<file path="src/hdl/bcrc_regs.svh">
// Register offsets, field positions, reset values and counts for the byte CRC engine.
`ifndef BCRC_REGS_SVH
`define BCRC_REGS_SVH

// Byte addresses of the word registers on the bus.
`define BCRC_CTRL_OFS 8'h00
`define BCRC_INPUT_OFS 8'h04
`define BCRC_RESULT_OFS 8'h08
`define BCRC_AUTO_OFS 8'h0C
`define BCRC_COUNT_OFS 8'h10

// Control register field positions.
`define BCRC_CTRL_PTR_LO 0
`define BCRC_CTRL_PTR_HI 1
`define BCRC_CTRL_VAL_BIT 2
`define BCRC_CTRL_INIT_BIT 3
`define BCRC_CTRL_SEL_BIT 4

// Auto control register field positions.
`define BCRC_AUTO_EN_BIT 7

// Reset values.
`define BCRC_CTRL_RST 8'h00
`define BCRC_INPUT_RST 8'h00
`define BCRC_AUTO_RST 8'h00
`define BCRC_COUNT_RST 8'h00
`define BCRC_RESULT_RST 32'h00000000

// Preload values.
`define BCRC_PRELOAD_ZERO 32'h00000000
`define BCRC_PRELOAD_ONES 32'hFFFFFFFF

// Polynomials.
`define BCRC_POLY16 16'h1021
`define BCRC_POLY32_REFL 32'hEDB88320

// Bit steps per byte and sector size.
`define BCRC_STEPS_PER_BYTE 4'h8
`define BCRC_SECTOR_SHIFT 9

`endif

</file>
<file path="src/hdl/bcrc_pkg.sv">
// Types shared by the byte CRC engine.
`default_nettype none

package bcrc_pkg;

  // Automatic flash walk states, Gray coded along idle, issue, wait, drain.
  typedef enum logic [1:0] {
    BCRC_IDLE  = 2'b00,
    BCRC_ISSUE = 2'b01,
    BCRC_WAIT  = 2'b11,
    BCRC_DRAIN = 2'b10
  } bcrc_auto_e;

endpackage

`default_nettype wire

</file>
<file path="src/hdl/bcrc_engine.sv">
// Byte-wide CRC engine with Wishbone registers and an automatic flash walk.
//
// The implementer's own choices: the Wishbone slave port and the register addresses.
`timescale 1ns/1ps
`default_nettype none
`include "bcrc_regs.svh"

module bcrc_engine #(
  parameter int PAGE_W = 7,
  parameter int COUNT_W = 8,
  parameter int FADDR_W = 16,
  parameter int BUF_DEPTH = 2
) (
  // Clock and reset.
  input wire logic clk,
  input wire logic rst,
  // Wishbone classic slave.
  input wire logic wb_cyc_i,
  input wire logic wb_stb_i,
  input wire logic wb_we_i,
  input wire logic [7:0] wb_adr_i,
  input wire logic [3:0] wb_sel_i,
  input wire logic [31:0] wb_dat_i,
  output logic [31:0] wb_dat_o,
  output logic wb_ack_o,
  // Flash read port.
  output logic flash_req,
  output logic [FADDR_W-1:0] flash_addr,
  input wire logic flash_gnt,
  input wire logic [7:0] flash_rdata,
  input wire logic flash_rvalid,
  output logic flash_rready,
  // Processor stall.
  output logic cpu_hold
);

  localparam int TOT_W = COUNT_W + `BCRC_SECTOR_SHIFT;

  // Bus acknowledge and read data registers.
  logic ack_reg;
  logic [31:0] dat_reg;
  // Software visible configuration.
  logic poly_select_reg;
  logic init_value_select_reg;
  logic [1:0] result_byte_pointer_reg;
  logic [7:0] crc_input_byte_reg;
  logic auto_flash_enable_reg;
  logic [PAGE_W-1:0] start_page_reg;
  logic [COUNT_W-1:0] sector_count_reg;
  // Running CRC result, full 32 bits held in both modes.
  logic [31:0] result_reg;
  logic [31:0] result_next;
  // Bit steps left for the byte being folded in.
  logic [3:0] steps_reg;
  // Automatic walk state, bytes delivered and flash address.
  bcrc_pkg::bcrc_auto_e auto_reg;
  bcrc_pkg::bcrc_auto_e auto_next;
  logic [TOT_W-1:0] done_bytes_reg;
  logic [FADDR_W-1:0] addr_reg;

  // Buffer connections.
  logic buf_in_valid;
  logic buf_in_ready;
  logic [7:0] buf_in_data;
  logic buf_out_valid;
  logic buf_out_ready;
  logic [7:0] buf_out_data;

  // Address decode.
  wire hit_ctrl = (wb_adr_i == `BCRC_CTRL_OFS);
  wire hit_input = (wb_adr_i == `BCRC_INPUT_OFS);
  wire hit_result = (wb_adr_i == `BCRC_RESULT_OFS);
  wire hit_auto = (wb_adr_i == `BCRC_AUTO_OFS);
  wire hit_count = (wb_adr_i == `BCRC_COUNT_OFS);
  wire lane0 = wb_sel_i[0];

  // A new request is one not yet answered.
  wire req_new = wb_cyc_i & wb_stb_i & ~ack_reg;
  wire busy = (auto_reg != bcrc_pkg::BCRC_IDLE);
  // The engine is quiet when no byte waits and no step is pending.
  wire engine_quiet = ~buf_out_valid & (steps_reg == 4'h0);

  // Input writes wait for buffer room; result and control access wait for
  // the engine so that a read sees every byte already written.
  wire need_room = hit_input & wb_we_i;
  wire need_quiet = hit_ctrl | hit_result;
  wire can_take = ~busy & (~need_room | buf_in_ready) & (~need_quiet | engine_quiet);
  wire take = req_new & can_take;

  // Qualified accesses.
  wire wr_ctrl_any = take & hit_ctrl & wb_we_i;
  wire wr_ctrl = wr_ctrl_any & lane0;
  wire wr_input = take & hit_input & wb_we_i & lane0;
  wire wr_result = take & hit_result & wb_we_i & lane0;
  wire acc_result = take & hit_result;
  wire wr_auto = take & hit_auto & wb_we_i & lane0;
  wire wr_count = take & hit_count & wb_we_i & lane0;
  wire init_hit = wr_ctrl & wb_dat_i[`BCRC_CTRL_INIT_BIT];

  // Start of a flash walk on any control write while enabled.
  wire start_auto = wr_ctrl_any & auto_flash_enable_reg;

  // Visible result width follows the polynomial select.
  wire [31:0] result_view = poly_select_reg ? {16'h0000, result_reg[15:0]} : result_reg;
  // Byte index into the result; 16-bit mode folds codes 2 and 3 back.
  wire [1:0] byte_idx = poly_select_reg ? {1'b0, result_byte_pointer_reg[0]} : result_byte_pointer_reg;
  wire [7:0] result_byte = result_view[{byte_idx, 3'b000} +: 8];

  // Preload value from the value select bit.
  wire [31:0] preload = wb_dat_i[`BCRC_CTRL_VAL_BIT] ? `BCRC_PRELOAD_ONES : `BCRC_PRELOAD_ZERO;

  // Read data selection; unmapped addresses read as zero.
  wire [7:0] ctrl_rd = {3'b000, poly_select_reg, 1'b0, init_value_select_reg, result_byte_pointer_reg};
  wire [7:0] auto_rd = {auto_flash_enable_reg, start_page_reg};
  wire [31:0] rd_word = hit_ctrl ? {24'h000000, ctrl_rd} :
                        hit_input ? {24'h000000, crc_input_byte_reg} :
                        hit_result ? {24'h000000, result_byte} :
                        hit_auto ? {24'h000000, auto_rd} :
                        hit_count ? {{(32 - COUNT_W){1'b0}}, sector_count_reg} :
                        32'h00000000;

  // Flash walk helpers: total bytes and start address in 512-byte sectors.
  wire [TOT_W-1:0] total_bytes = {sector_count_reg, {`BCRC_SECTOR_SHIFT{1'b0}}};
  wire [FADDR_W-1:0] base_addr = FADDR_W'({start_page_reg, {`BCRC_SECTOR_SHIFT{1'b0}}});
  wire flash_push = (auto_reg == bcrc_pkg::BCRC_WAIT) & flash_rvalid & buf_in_ready;
  wire last_byte = (done_bytes_reg + 1'b1) == total_bytes;

  // Buffer feed: flash bytes during a walk, bus input writes otherwise.
  assign buf_in_valid = busy ? flash_push : wr_input;
  assign buf_in_data = busy ? flash_rdata : wb_dat_i[7:0];
  // The engine drains one byte only when its bit steps are finished.
  assign buf_out_ready = (steps_reg == 4'h0);

  // Bus and flash outputs.
  assign wb_ack_o = ack_reg;
  assign wb_dat_o = dat_reg;
  assign flash_req = (auto_reg == bcrc_pkg::BCRC_ISSUE);
  assign flash_addr = addr_reg;
  assign flash_rready = (auto_reg == bcrc_pkg::BCRC_WAIT) & buf_in_ready;
  assign cpu_hold = busy;

  // Two-entry buffer between the byte sources and the CRC engine.
  bcrc_fifo #(
    .WIDTH(8),
    .DEPTH(BUF_DEPTH)
  ) u_buf (
    .clk(clk),
    .rst(rst),
    .in_valid(buf_in_valid),
    .in_ready(buf_in_ready),
    .in_data(buf_in_data),
    .out_valid(buf_out_valid),
    .out_ready(buf_out_ready),
    .out_data(buf_out_data)
  );

  // Result update: init, port overwrite, byte load or one bit step.
  always_comb begin
    result_next = result_reg;
    if (init_hit) begin
      result_next = preload;
    end else if (wr_result) begin
      result_next[{byte_idx, 3'b000} +: 8] = wb_dat_i[7:0];
    end else if (buf_out_valid && buf_out_ready) begin
      if (poly_select_reg) begin
        result_next[15:8] = result_reg[15:8] ^ buf_out_data;
      end else begin
        result_next[7:0] = result_reg[7:0] ^ buf_out_data;
      end
    end else if (steps_reg != 4'h0) begin
      if (poly_select_reg) begin
        // Left shift, polynomial in when the old top bit was set.
        result_next[15:0] = {result_reg[14:0], 1'b0} ^
                            (result_reg[15] ? `BCRC_POLY16 : 16'h0000);
      end else begin
        // Reflected right shift with the reversed polynomial.
        result_next = {1'b0, result_reg[31:1]} ^
                      (result_reg[0] ? `BCRC_POLY32_REFL : 32'h00000000);
      end
    end
  end

  // Walk state sequencing.
  always_comb begin
    auto_next = auto_reg;
    case (auto_reg)
      bcrc_pkg::BCRC_IDLE: begin
        // A zero sector count walks nothing and releases at once.
        if (start_auto && (sector_count_reg != '0)) begin
          auto_next = bcrc_pkg::BCRC_ISSUE;
        end
      end
      bcrc_pkg::BCRC_ISSUE: begin
        // One read in flight at a time keeps the buffer from overrunning.
        if (flash_gnt) begin
          auto_next = bcrc_pkg::BCRC_WAIT;
        end
      end
      bcrc_pkg::BCRC_WAIT: begin
        if (flash_push) begin
          auto_next = last_byte ? bcrc_pkg::BCRC_DRAIN : bcrc_pkg::BCRC_ISSUE;
        end
      end
      bcrc_pkg::BCRC_DRAIN: begin
        // The processor stays held until the last byte is folded in.
        if (engine_quiet) begin
          auto_next = bcrc_pkg::BCRC_IDLE;
        end
      end
      default: begin
        auto_next = bcrc_pkg::BCRC_IDLE;
      end
    endcase
  end

  // Bus answer: one acknowledge per request, data captured with it.
  always_ff @(posedge clk or posedge rst) begin
    if (rst) begin
      ack_reg <= 1'b0;
      dat_reg <= 32'h00000000;
    end else begin
      ack_reg <= take;
      if (take) begin
        dat_reg <= rd_word;
      end
    end
  end

  // Control fields; the init strobe itself is never stored.
  always_ff @(posedge clk or posedge rst) begin
    if (rst) begin
      poly_select_reg <= 1'b0;
      init_value_select_reg <= 1'b0;
      result_byte_pointer_reg <= 2'b00;
    end else if (wr_ctrl) begin
      poly_select_reg <= wb_dat_i[`BCRC_CTRL_SEL_BIT];
      init_value_select_reg <= wb_dat_i[`BCRC_CTRL_VAL_BIT];
      result_byte_pointer_reg <= wb_dat_i[`BCRC_CTRL_PTR_HI:`BCRC_CTRL_PTR_LO];
    end else if (acc_result) begin
      result_byte_pointer_reg <= result_byte_pointer_reg + 2'b01;
    end
  end

  // Input byte, auto control and sector count registers.
  always_ff @(posedge clk or posedge rst) begin
    if (rst) begin
      crc_input_byte_reg <= `BCRC_INPUT_RST;
      auto_flash_enable_reg <= 1'b0;
      start_page_reg <= '0;
      sector_count_reg <= '0;
    end else begin
      if (wr_input) begin
        crc_input_byte_reg <= wb_dat_i[7:0];
      end
      if (wr_auto) begin
        auto_flash_enable_reg <= wb_dat_i[`BCRC_AUTO_EN_BIT];
        start_page_reg <= wb_dat_i[PAGE_W-1:0];
      end
      if (wr_count) begin
        sector_count_reg <= wb_dat_i[COUNT_W-1:0];
      end
    end
  end

  // Result register and bit step counter.
  always_ff @(posedge clk or posedge rst) begin
    if (rst) begin
      result_reg <= `BCRC_RESULT_RST;
      steps_reg <= 4'h0;
    end else begin
      result_reg <= result_next;
      if (buf_out_valid && buf_out_ready) begin
        steps_reg <= `BCRC_STEPS_PER_BYTE;
      end else if (steps_reg != 4'h0) begin
        steps_reg <= steps_reg - 4'h1;
      end
    end
  end

  // Walk state, byte count and ascending flash address.
  always_ff @(posedge clk or posedge rst) begin
    if (rst) begin
      auto_reg <= bcrc_pkg::BCRC_IDLE;
      done_bytes_reg <= '0;
      addr_reg <= '0;
    end else begin
      auto_reg <= auto_next;
      if (start_auto) begin
        done_bytes_reg <= '0;
        addr_reg <= base_addr;
      end else if (flash_push) begin
        done_bytes_reg <= done_bytes_reg + 1'b1;
        addr_reg <= addr_reg + 1'b1;
      end
    end
  end

endmodule

`default_nettype wire

</file>
<file path="src/hdl/bcrc_fifo.sv">
// Small ring buffer with valid and ready on both sides.
`timescale 1ns/1ps
`default_nettype none

module bcrc_fifo #(
  parameter int WIDTH = 8,
  parameter int DEPTH = 2
) (
  // Clock and reset.
  input wire logic clk,
  input wire logic rst,
  // Fill side.
  input wire logic in_valid,
  output logic in_ready,
  input wire logic [WIDTH-1:0] in_data,
  // Drain side.
  output logic out_valid,
  input wire logic out_ready,
  output logic [WIDTH-1:0] out_data
);

  localparam int PW = (DEPTH > 1) ? $clog2(DEPTH) : 1;

  // Storage words.
  logic [WIDTH-1:0] mem_reg [DEPTH];
  // Write and read positions.
  logic [PW-1:0] wr_reg;
  logic [PW-1:0] rd_reg;
  // Number of words held.
  logic [PW:0] cnt_reg;

  wire push = in_valid & in_ready;
  wire pop = out_valid & out_ready;
  wire [PW-1:0] wr_inc = (wr_reg == PW'(DEPTH - 1)) ? '0 : wr_reg + 1'b1;
  wire [PW-1:0] rd_inc = (rd_reg == PW'(DEPTH - 1)) ? '0 : rd_reg + 1'b1;

  // Full and empty follow the word count, so ready falls only when full.
  assign in_ready = (cnt_reg != (PW + 1)'(DEPTH));
  assign out_valid = (cnt_reg != '0);
  assign out_data = mem_reg[rd_reg];

  // Storage is written on each accepted word.
  always_ff @(posedge clk) begin
    if (push) begin
      mem_reg[wr_reg] <= in_data;
    end
  end

  // Positions and count move with push and pop.
  always_ff @(posedge clk or posedge rst) begin
    if (rst) begin
      wr_reg <= '0;
      rd_reg <= '0;
      cnt_reg <= '0;
    end else begin
      if (push) begin
        wr_reg <= wr_inc;
      end
      if (pop) begin
        rd_reg <= rd_inc;
      end
      if (push && !pop) begin
        cnt_reg <= cnt_reg + 1'b1;
      end else if (pop && !push) begin
        cnt_reg <= cnt_reg - 1'b1;
      end
    end
  end

endmodule

`default_nettype wire

</file>
<file path="config.mk">
export PLATFORM = sky130hd
export DESIGN_NAME = bcrc_engine
export DESIGN_NICKNAME = d
export VERILOG_FILES = /design/src/hdl/bcrc_pkg.sv /design/src/hdl/bcrc_engine.sv /design/src/hdl/bcrc_fifo.sv
export VERILOG_INCLUDE_DIRS = /design/src /design/src/hdl
export SDC_FILE = /design/constraint.sdc
export NUM_CORES = 1
export LEC_CHECK = 0
export BUFFER_PORTS_ARGS = -buffer_cell sky130_fd_sc_hd__buf_2
export CELL_PAD_IN_SITES_DETAIL_PLACEMENT = 1
export CELL_PAD_IN_SITES_GLOBAL_PLACEMENT = 1
export CORE_UTILIZATION = 25
export DETAILED_ROUTE_END_ITERATION = 10
export PLACE_DENSITY = 0.5
export SETUP_SLACK_MARGIN = 0.15
export SKIP_CTS_REPAIR_TIMING = 1
export SLEW_MARGIN = 10
export SYNTH_ARGS = -nofsm -noshare
export SYNTH_HDL_FRONTEND = slang
export SYNTH_HIERARCHICAL = 1
export SYNTH_SLANG_ARGS = --single-unit
export TNS_END_PERCENT = 100
</file>
<file path="constraint.sdc">
create_clock -name clk -period 8.2 [get_ports clk]
set_input_delay 0.82 -clock clk [delete_from_list [all_inputs] [get_ports clk]]
set_output_delay 0.82 -clock clk [all_outputs]
set_load 0.1 [all_outputs]
</file>
==> key figures, run 1 <==
Pwr
  – Leakage: 3.93 nW
  – Power Density: 244 nW/µm²
  – Total power: 2.20 mW
  – Maximum VDD drop: 0.155 mV

Finish
  – Inserted Diodes: 0
  – Finished Layout Cells: 1265
  – Max reg flops: 32
  – Area grow syn2layout: 14.8%
  – Final-stage net count: between 900 and 1000
  – Share of post-route cells with drive strength above 1: 0.199
  – Util after Layout: 0.293

Synth
  – Cell count after synthesis: between 800 and 900
  – Area contributors post-synth: dfrtp_1, mux2_2, edfxtp_1, o21ai_0, xor2_1
  – Top cell type's share of synthesized area: 0.357
  – Async SR Flop Fraction: 0.875
  – Distinct cell type count after synthesis: 67
  – Synthesized area: around 7800 µm²
  – Area leader, netlist: dfrtp_1
  – Main synth FF type: dfrtp_1
  – Seq cells post-synth: 128
  – Synth Area per Inst: 9.56 µm²
  – Register area share after synthesis: 0.418
  – Syn. warnings: 6
  – Post-synth EDFFs: 16

Drt
  – Avg WL per Cell: 19.9 µm
  – Final ANT Viol Nets: 0
  – Drt total wl: 25200 µm
  – Drc violations: 6
  – Iter 0 DRT Violations: 254
  – Drt pass-1 iters: 7
  – Vias per inst: slightly below 5
  – Via count: 6274

Clocking
  – CTS clk-pin slew, worst paths: 0.06 ns
  – Bufs on Longest Clock Path: 2
  – Clock sinks: approximately 130
  – Worst skew pair latency: 0.43 ns
  – CTS tree: built
  – H-tree levels: 4
  – TritonCTS Buffers: 17
  – Clk Tree Root Cell: clkbuf_16

STA
  – Final worst setup slack: 4.16 ns
  – Clk_skew: 0.0114 ns
  – Fmax: 248 MHz
  – RSZ-0062 raised after global routing: false
  – Slew HR: 0.340
  – Sum of negative setup slack: 0 ns
  – Final setup vio count: 0
  – Crit path time final: 4.04 ns
  – Final period utilization: 0.492
  – Final Hold Viols: 0
  – Fin. max-slew vios: 0
  – Worst slew pin tran: 0.982 ns

Floorplan
  – Die area: 32100 µm²
  – Starting density of the core: 0.255
  – Die Wd: between 150 and 200 µm
  – Die H: roughly 180 µm
  – Ports: 111
  – Core area: around 30000 µm²
  – Row count: 64

Run status
  – Failing checks: DRC
  – Status: complete, but fails checks

Worst setup path
  – Kind of critical path: flip-flop to flip-flop
  – CP endpoint kind: flip-flop
  – CP arrival: 4.09 ns
  – Critical-path maximum fanout: 12
  – Worst path required time: between 8 and 9 ns
  – CP Launch Type: flip-flop

Placement
  – IO buf count: 59
  – Cell count after placement: 1233
  – Routability-driven placement congestion ratio: 0.795
  – Dpl hpwl: 17600 µm
  – Pre-CTS WS: about 4 ns

Global route
  – Antenna violations before repair: 0
  – Largest net degree at the start of global routing: slightly below 70
  – All-Layer GR Usage: 0.164
  – Global route overflow: 0
  – First-pass GRT wire length: 39000 µm
  – Vias in the first global route: 6388

Job
  – Max-cap violation count: 0

Hold path
  – Worst min path class: primary input to asynchronous set/reset pin
==> placed cells by master, fill, tap and decap left out, types with 5 or more instances in the layout <==
| master | n |
|---|---|
| a211o_1 | 5 |
| o31ai_1 | 7 |
| o21ai_0 | 77 |
| ha_1 | 9 |
| a22oi_1 | 10 |
| nand2_1 | 80 |
| mux4_2 | 7 |
| edfxtp_1 | 16 |
| inv_1 | 19 |
| a221oi_1 | 20 |
| dfrtp_1 | 112 |
| xor2_1 | 41 |
| clkbuf_16 | 18 |
| a21oi_1 | 47 |
| nor2b_1 | 7 |
| buf_2 | 59 |
| conb_1 | 24 |
| nand4_1 | 10 |
| a31oi_1 | 12 |
| mux2_2 | 45 |
| nor4_1 | 13 |
| mux2i_1 | 15 |
| buf_4 | 8 |
| nor2_1 | 78 |
| clkinv_4 | 5 |
| xnor2_1 | 27 |
| nand3_1 | 17 |
==> synthesized netlist by cell type, types with 5 or more instances <==
cell type and n:
mux2i_1 15, dfrtp_1 112, mux4_2 7, nand2_1 80, clkbuf_1 35, o21ai_0 77, nor2_1 78, a21oi_1 47
inv_1 20, nor4_1 15, a221oi_1 20, o31ai_1 7, buf_2 7, nor2b_1 7, edfxtp_1 16, a22oi_1 10
a211o_1 5, ha_1 9, xor2_1 41, nand3_1 17, buf_4 24, nand4_1 10, a31oi_1 12, xnor2_1 27
mux2_2 45
==> where the power goes <==
group,internal [mW],total [mW],switching [mW]
clock,0.474,0.781,0.306
combinational,0.262,0.567,0.306
sequential,0.710,0.850,0.141
==> per-layer routing <==
| layer | share of wire | wire [µm] | track usage | vias up |
|---|---|---|---|---|
| met5 | 0 | 0 | 0 | - |
| met3 | 0.027 | 673 | 0.0291 | 24 |
| met2 | 0.48 | 12200 | 0.273 | 84 |
| li1 | - | - | - | 2987 |
| met4 | 0.020 | 502 | 0.0529 | 0 |
| met1 | 0.47 | 11900 | 0.214 | 3179 |
==> per-stage QoR <==
| stage | hold slack, ns | cell area (µm²) |
|---|---|---|
| 2_1_floorplan | 0.449 | 7930 |
| 3_3_place_gp | 0.465 | 8410 |
| 3_5_place_dp | 0.473 | 8410 |
| 4_1_cts | 0.300 | 9010 |
| 5_1_grt | 0.306 | 9010 |
| 6_report | 0.311 | 9010 |
==> cell families after synthesis <==
logic type | count (synthesis) | share of synthesized area
simple gates | 250 | 0.157
compound gates | 204 | 0.168
flops | 128 | 0.418
buf+inv | 94 | 0.0614
xor+xnor | 68 | 0.0759
mux | 67 | 0.104
fa+ha+maj | 9 | 0.0143
other cells | 1 | 0.000478
==> final timing paths <==
kind / from / end / slack (ns) / depth (start not counted)
min reg2reg: wb_dat_o[5] / wb_dat_o[5] / 0.48 / 2
max reg2reg: auto_reg[0] / u_buf/mem_reg[0][4] / 4.16 / 7
max in group asynchronous: rst / result_reg[12] / 6.31 / 3
max: auto_reg[0] / u_buf/mem_reg[0][4] / 4.16 / 7
min in group clk: wb_dat_o[5] / wb_dat_o[5] / 0.48 / 2
min: rst / u_buf/cnt_reg[0] / 0.31 / 2
==> critical path: stages, from the launching register on <==
cell and delay (ns):
dfrtp_1 0.43, nor2_2 0.44, nand4b_1 0.55, a211o_1 0.63, or3_1 0.64, nand2_1 0.20
nand2_1 0.14, nor2_1 0.61
==> area by class of cell <==
cell class,instances,area (µm²)
fillers,3565,21700
clock buffers,20,468
repair buffers,67,355
clock inverters,12,133
flip-flops and latches,128,3280
well taps,396,495
inverters,20,77.6
multi-input cells,622,4200
(Power assumes the default switching activity.)
==> run 2, diff against run 1 <==
--- a/config.mk
+++ b/config.mk
@@ -6,12 +6,13 @@
 export SDC_FILE = /design/constraint.sdc
 export NUM_CORES = 1
 export LEC_CHECK = 0
+export ABC_AREA = 1
 export BUFFER_PORTS_ARGS = -buffer_cell sky130_fd_sc_hd__buf_2
 export CELL_PAD_IN_SITES_DETAIL_PLACEMENT = 1
 export CELL_PAD_IN_SITES_GLOBAL_PLACEMENT = 1
 export CORE_UTILIZATION = 25
 export DETAILED_ROUTE_END_ITERATION = 10
-export PLACE_DENSITY = 0.5
+export PLACE_DENSITY = 0.54
 export SETUP_SLACK_MARGIN = 0.15
 export SKIP_CTS_REPAIR_TIMING = 1
 export SLEW_MARGIN = 10
==> constraint.sdc (replaced) <==
create_clock -name clk -period 3.3 [get_ports clk]
set_input_delay 0.33 -clock clk [delete_from_list [all_inputs] [get_ports clk]]
set_output_delay 0.33 -clock clk [all_outputs]
set_load 0.1 [all_outputs]
==> run 2 against run 1 <==
  * The flow now finishes without violations
  * Global-route usage grew 1.5 points
  * Clock power rose to 2.9 times the previous value
  * Die area up 4.5%
  * Total power rose to 3.7 times the previous value
  * Non-clock buffer count increased by 14
  * Synthesized cell count rose by 34%
  * Maximum frequency up 43%
  * Via count is 20% higher
  * Worst hold slack got worse by 0.087 ns
  * Critical path depth rose by 8
  * Worst setup slack got worse by 3.7 ns
  * Cell count grew 27%
  * Highest routed layer unchanged
==> key figures, run 2 <==
Global route
  – Global route overflow: 0 (unchanged)
  – Antenna violations before repair: 0 (unchanged)
  – All-Layer GR Usage: 0.179 (was 0.164)
  – Largest net degree at the start of global routing: 60 (was 68)
  – First-pass GRT wire length: 45400 µm (was 39000 µm)
  – Vias in the first global route: 7623 (was 6388)

Synth
  – Area contributors post-synth: dfrtp_1, nand2_1, nand3_1, o21ai_0, edfxtp_1 (was dfrtp_1, mux2_2, edfxtp_1, o21ai_0, xor2_1)
  – Post-synth top cells: nand2_1, nand3_1, dfrtp_1, inv_1, o21ai_0 (was dfrtp_1, nand2_1, nor2_1, o21ai_0, a21oi_1)
  – Top-count cell post-synth: nand2_1 (was dfrtp_1)
  – Async SR Flop Fraction: 0.875 (unchanged)
  – Syn. warnings: 6 (unchanged)
  – Register area share after synthesis: 0.400 (was 0.418)
  – Synthesized area: 8200 µm² (was 7850 µm²)
  – Synth Area per Inst: 7.44 µm² (was 9.56 µm²)
  – Top cell type's share of synthesized area: 0.342 (was 0.357)
  – Main synth FF type: dfrtp_1 (unchanged)
  – Area leader, netlist: dfrtp_1 (unchanged)
  – Post-synth EDFFs: 16 (unchanged)
  – Cell count after synthesis: 1102 (was 821)
  – Distinct cell type count after synthesis: 47 (was 67)
  – Seq cells post-synth: 128 (unchanged)

Floorplan
  – Starting density of the core: 0.257 (was 0.255)
  – Core area: 31900 µm² (was 30700 µm²)
  – Row count: 65 (was 64)
  – Die Wd: 183 µm (was 179 µm)
  – Die area: 33500 µm² (was 32100 µm²)
  – Die H: 183 µm (was 179 µm)
  – Ports: 111 (unchanged)

STA
  – Slew HR: 0.328 (was 0.340)
  – Crit path time final: 2.82 ns (was 4.04 ns)
  – Worst slew pin tran: 1.01 ns (was 0.982 ns)
  – RSZ-0062 raised after global routing: false (unchanged)
  – Sum of negative setup slack: 0 ns (unchanged)
  – Clk_skew: 0.00899 ns (was 0.0114 ns)
  – Fin. max-slew vios: 0 (unchanged)
  – Final setup vio count: 0 (unchanged)
  – Final period utilization: 0.853 (was 0.492)
  – Fmax: 355 MHz (was 248 MHz)
  – Final Hold Viols: 0 (unchanged)

Clocking
  – CTS tree: built (unchanged)
  – TritonCTS Buffers: 17 (unchanged)
  – Clk Tree Root Cell: clkbuf_16 (unchanged)
  – Clock sinks: 128 (unchanged)
  – CTS clk-pin slew, worst paths: 0.06 ns (about the same)
  – Bufs on Longest Clock Path: 2 (unchanged)
  – Worst skew pair latency: 0.43 ns (about the same)
  – H-tree levels: 4 (unchanged)

Job
  – Max-cap violation count: 0 (unchanged)

Finish
  – Filler instances: 3938 (was 3565)
  – Inserted Diodes: 0 (unchanged)
  – Most frequent cells in the layout: nand2_1, nand3_1, dfrtp_1, inv_1, o21ai_0 (was dfrtp_1, nand2_1, nor2_1, o21ai_0, buf_2)
  – Max reg flops: 32 (unchanged)
  – Util after Layout: 0.301 (was 0.293)
  – Final Instance Area: 9590 µm² (was 9010 µm²)
  – Final-stage net count: 1227 (was 924)
  – Commonest non-fill, non-tap cell in the layout: nand2_1 (was dfrtp_1)
  – Area grow syn2layout: 16.9% (was 14.8%)
  – Share of post-route cells with drive strength above 1: 0.129 (was 0.199)

Placement
  – Routability-driven placement congestion ratio: 0.806 (was 0.795)
  – Dpl hpwl: 21200 µm (was 17600 µm)
  – IO buf count: 59 (unchanged)
  – DP Area: 8890 µm² (was 8410 µm²)

Worst setup path
  – Critical-path maximum fanout: 26 (was 12)
  – CP Launch Type: flip-flop (unchanged)
  – CP arrival: 3.12 ns (was 4.09 ns)
  – Worst path required time: 3.61 ns (was 8.25 ns)
  – CP endpoint kind: flip-flop (unchanged)
  – Kind of critical path: flip-flop to flip-flop (unchanged)
  – R2r setup slk: 0.48 ns (was 4.16 ns)

Drt
  – Iter 0 DRT Violations: 483 (was 254)
  – Drc violations: 0 (was 6)
  – Via count: 7513 (was 6274)
  – Avg WL per Cell: 17.8 µm (was 19.9 µm)
  – Final ANT Viol Nets: 0 (unchanged)
  – Drt total wl: 28600 µm (was 25200 µm)
  – Vias per inst: 4.68 (was 4.96)
  – Drt pass-1 iters: 5 (was 7)

Run status
  – Status: finished, final reports clean (was complete, but fails checks)

Pwr
  – Total power: 8.21 mW (was 2.20 mW)
  – Maximum VDD drop: 0.313 mV (was 0.155 mV)
  – Power Density: 856 nW/µm² (was 244 nW/µm²)
  – Leakage: 4.59 nW (was 3.93 nW)

Hold path
  – Worst min path class: primary input to flip-flop (was primary input to asynchronous set/reset pin)
[run 2: cell count changes in the layout (fill, tap and decap cells not counted), moves of 24 or more]
cell	before	now
xor2_1	41	15
nand3_1	17	114
nand2_1	80	311
inv_1	19	106
a21oi_1	47	23
mux2_2	45	0
[run 2: through the flow]
stage	std cells	hold slack, ns	setup slack [ns]
finish	1607	0.224	0.485
global route	1607	0.240	0.198
CTS	1606	-0.206	0.443
detailed placement	1574	0.259	0.406
global placement	1574	0.264	0.488
floorplan	1125	0.0961	0.451
[run 2: kinds of logic (layout without fill, tap and decap cells)]
logic type	count (synthesis)	count (layout)	share of synthesized area
other	1	24	0.000457
DFF	128	128	0.400
AOI/OAI and AO/OA	179	179	0.124
xor gates and xnor gates	46	46	0.0500
and+or+nand+nor	547	547	0.293
buffers and inverters	184	231	0.104
muxes	8	8	0.0146
adders and majority gates	9	9	0.0137
[run 2: power by group]
part | switching [mW] | leakage, nW | internal [mW] | total, mW
clock | 0.780 | 0.329 | 1.50 | 2.28
combinational | 2.16 | 2.68 | 1.17 | 3.33
sequential | 0.547 | 1.58 | 2.06 | 2.61
[run 2: worst paths after layout]
kind / endpoint / start / depth (start not counted)
max: result_reg[12] / steps_reg[0] / 15
min: u_buf/mem_reg[1][6] / flash_rdata[6] / 3
max reg2reg: result_reg[12] / steps_reg[0] / 15
min reg2reg: wb_dat_o[6] / wb_dat_o[6] / 2
max in group asynchronous: wb_dat_o[2] / rst / 4
min in group asynchronous: u_buf/rd_reg / rst / 3
[run 2: final cells by class]
type | instances | area, µm² | share of cell area
clock buffer | 18 | 429 | 0.0447
clock inverter | 14 | 260 | 0.0271
inverter | 118 | 448 | 0.0467
multi-input combinational | 813 | 4150 | 0.433
sequential | 128 | 3280 | 0.342
tap | 435 | 544 | 0.0567
timing repair buffer | 81 | 475 | 0.0496
[run 2: metal layers]
| metal | global-route usage | up-vias | wire length (µm) |
|---|---|---|---|
| met2 | 0.283 | 111 | 13000 |
| met1 | 0.254 | 3689 | 14500 |
| met3 | 0.0310 | 18 | 861 |
| met5 | 0 | - | 0 |
| met4 | 0.0400 | 0 | 308 |
| li1 | - | 3695 | - |
[run 2: critical path, cell delays in order, from the launching register on]
cell and delay, ns:
dfrtp_1 0.40, inv_1 0.09, ha_1 0.17, nand2_2 0.10, nor2_2 0.13, inv_2 0.07, nand3_1 0.12, nand3_4 0.25
nor2_8 0.25, nand2_4 0.23, clkinv_2 0.34, nand2_1 0.11, nand2_2 0.16, inv_2 0.12, nand2_1 0.08, o21ai_1 0.06
==> run 3, diff against run 2 <==
--- a/config.mk
+++ b/config.mk
@@ -13,6 +13,8 @@
 export CORE_UTILIZATION = 25
 export DETAILED_ROUTE_END_ITERATION = 10
 export PLACE_DENSITY = 0.54
+export RECOVER_POWER = 100
+export REMOVE_ABC_BUFFERS = 1
 export SETUP_SLACK_MARGIN = 0.15
 export SKIP_CTS_REPAIR_TIMING = 1
 export SLEW_MARGIN = 10
==> run 3 against run 2 <==
  * The flow now finishes with violations (capacitance limit, slew limit)
  * Non-clock buffer count unchanged
  * Sequential cell count unchanged
  * Via count up 0.61%
  * Worst setup slack lost 0.011 ns
  * Total power fell by 2.6%
  * Critical endpoint is now result_reg[18]
==> key figures, run 3 (same netlist as run 2, synthesis figures left out) <==
Global route
  – Largest net degree at the start of global routing: 63 (was 60)
  – Global route overflow: 0 (unchanged)
  – First-pass GRT wire length: 46100 µm (was 45400 µm)
  – Vias in the first global route: 7802 (was 7623)
  – Antenna violations before repair: 0 (unchanged)
  – All-Layer GR Usage: 0.182 (was 0.179)

Worst setup path
  – Crit-path cells: inv_1, ha_1, nand2_1, nor2_2, inv_2, nand3_1, nand3_4, nor2_8, nand3_4, o211ai_2, nand2_1, inv_2, nand2_1, nand2_1 (was inv_1, ha_1, nand2_2, nor2_2, inv_2, nand3_1, nand3_4, nor2_8, nand2_4, clkinv_2, nand2_1, nand2_2, inv_2, nand2_1, o21ai_1)
  – CP arrival: 3.20 ns (was 3.12 ns)
  – Critical-path maximum fanout: 18 (was 26)
  – CP endpoint kind: flip-flop (unchanged)
  – CP Launch Type: flip-flop (unchanged)
  – Most frequent CP cell: nand2_1
  – Kind of critical path: flip-flop to flip-flop (unchanged)
  – Slowest stage delay, CP: 0.41 ns (was 0.40 ns)
  – Worst path required time: 3.67 ns (was 3.61 ns)
  – FF-to-FF path depth: 14 (was 15)
  – Slowest CP cell: dfrtp_1 (unchanged)

STA
  – Final setup vio count: 0 (unchanged)
  – Crit path time final: 2.83 ns (was 2.82 ns)
  – Final period utilization: 0.856 (was 0.853)
  – Slew HR: -0.00575 (was 0.328)
  – Final Hold Viols: 0 (unchanged)
  – Sum of negative setup slack: 0 ns (unchanged)
  – Fin. max-slew vios: 63 (was 0)
  – Hold slack: 0.214 ns (was 0.224 ns)
  – Clk_skew: 0.00795 ns (was 0.00899 ns)
  – Worst slew pin tran: 1.51 ns (was 1.01 ns)
  – Fmax: 354 MHz (was 355 MHz)
  – RSZ-0062 raised after global routing: false (unchanged)

Finish
  – Final Instance Area: 9460 µm² (was 9590 µm²)
  – Share of post-route cells with drive strength above 1: 0.0964 (was 0.129)
  – Inserted Diodes: 0 (unchanged)
  – Final-stage net count: 1227 (unchanged)
  – Most frequent cells in the layout: nand2_1, nand3_1, dfrtp_1, inv_1, o21ai_0 (unchanged)
  – Commonest non-fill, non-tap cell in the layout: nand2_1 (unchanged)
  – Max reg flops: 32 (unchanged)
  – Area grow syn2layout: 15.3% (was 16.9%)
  – Filler instances: 3971 (was 3938)
  – Util after Layout: 0.297 (was 0.301)

Pwr
  – Power Density: 845 nW/µm² (was 856 nW/µm²)
  – Leakage: 4.46 nW (was 4.59 nW)
  – Maximum VDD drop: 0.401 mV (was 0.313 mV)

Drt
  – Vias per inst: 4.70 (was 4.68)
  – Avg WL per Cell: 18.1 µm (was 17.8 µm)
  – Via count: 7559 (was 7513)
  – Drc violations: 0 (unchanged)
  – Iter 0 DRT Violations: 458 (was 483)
  – Drt pass-1 iters: 6 (was 5)
  – Final ANT Viol Nets: 0 (unchanged)
  – Drt total wl: 29200 µm (was 28600 µm)

Placement
  – Routability-driven placement congestion ratio: 0.826 (was 0.806)
  – DP Area: 8890 µm² (about the same)
  – Dpl hpwl: 21000 µm (was 21200 µm)
  – IO buf count: 59 (unchanged)

Clocking
  – Clock sinks: 128 (unchanged)
  – TritonCTS Buffers: 17 (unchanged)
  – Worst skew pair latency: 0.44 ns (was 0.43 ns)
  – Bufs on Longest Clock Path: 2 (unchanged)
  – H-tree levels: 4 (unchanged)
  – CTS clk-pin slew, worst paths: 0.06 ns (about the same)
  – Clk Tree Root Cell: clkbuf_16 (unchanged)
  – CTS tree: built (unchanged)

Floorplan
  – Ports: 111 (unchanged)
  – Core area: 31900 µm² (unchanged)
  – Row count: 65 (unchanged)
  – Die area: 33500 µm² (unchanged)
  – Die Wd: 183 µm (unchanged)
  – Starting density of the core: 0.257 (unchanged)
  – Die H: 183 µm (unchanged)

Hold path
  – Worst min path class: primary input to flip-flop (unchanged)
  – Hold Path Depth: 3 (unchanged)

Job
  – Max-cap violation count: 1 (was 0)

Run status
  – Status: complete, but fails checks (was finished, final reports clean)
  – Failing checks: capacitance limit, slew limit
[run 3: power by group]
group          leakage, nW  total [mW]  switching, mW  internal, mW
combinational         2.57        3.21           2.09          1.13
sequential            1.58        2.64          0.581          2.06
clock                0.312        2.15          0.790          1.36
[run 3: routing by layer]
metal / share of wire / vias to the layer above / GRT usage
met5: 0 / - / 0
met4: 0.020 / 0 / 0.0527
met1: 0.47 / 3720 / 0.236
li1: - / 3691 / -
met2: 0.48 / 115 / 0.311
met3: 0.031 / 33 / 0.0304
[run 3: metrics by stage]
step	std cells	power, mW	setup slack [ns]
floorplan	1059	5.06	-0.248
global placement	1574	5.89	0.643
detailed placement	1574	5.95	0.597
CTS	1606	8.16	0.566
global route	1607	8.61	0.215
finish	1607	8.00	0.474
[run 3: worst paths after layout]
check | start | slack (ns) | to
max | steps_reg[0] | 0.47 | result_reg[18]
max in group asynchronous | rst | 0.79 | result_reg[30]
min reg2reg | wb_dat_o[1] | 0.48 | wb_dat_o[1]
max reg2reg | steps_reg[0] | 0.47 | result_reg[18]
min | flash_rdata[7] | 0.21 | u_buf/mem_reg[1][7]
min in group asynchronous | rst | 0.33 | u_buf/cnt_reg[1]
[run 3: worst max-delay path, delay by kind of cell, from the launching register on]
| family | cells | cell delay (ns) |
|---|---|---|
| simple gates | 9 | 1.59 |
| buf+inv | 3 | 0.44 |
| flops | 1 | 0.41 |
| fa+ha+maj | 1 | 0.16 |
| compound gates | 1 | 0.16 |
[run 3: cell type report]
cell class,instances,area (µm²),share of cell area
Inverter,118,443,0.0468
Clock inverter,11,175,0.0185
Multi-Input combinational cell,813,4130,0.436
Tap cell,435,544,0.0575
Clock buffer,21,482,0.0509
Timing Repair Buffer,81,409,0.0432
Sequential cell,128,3280,0.347
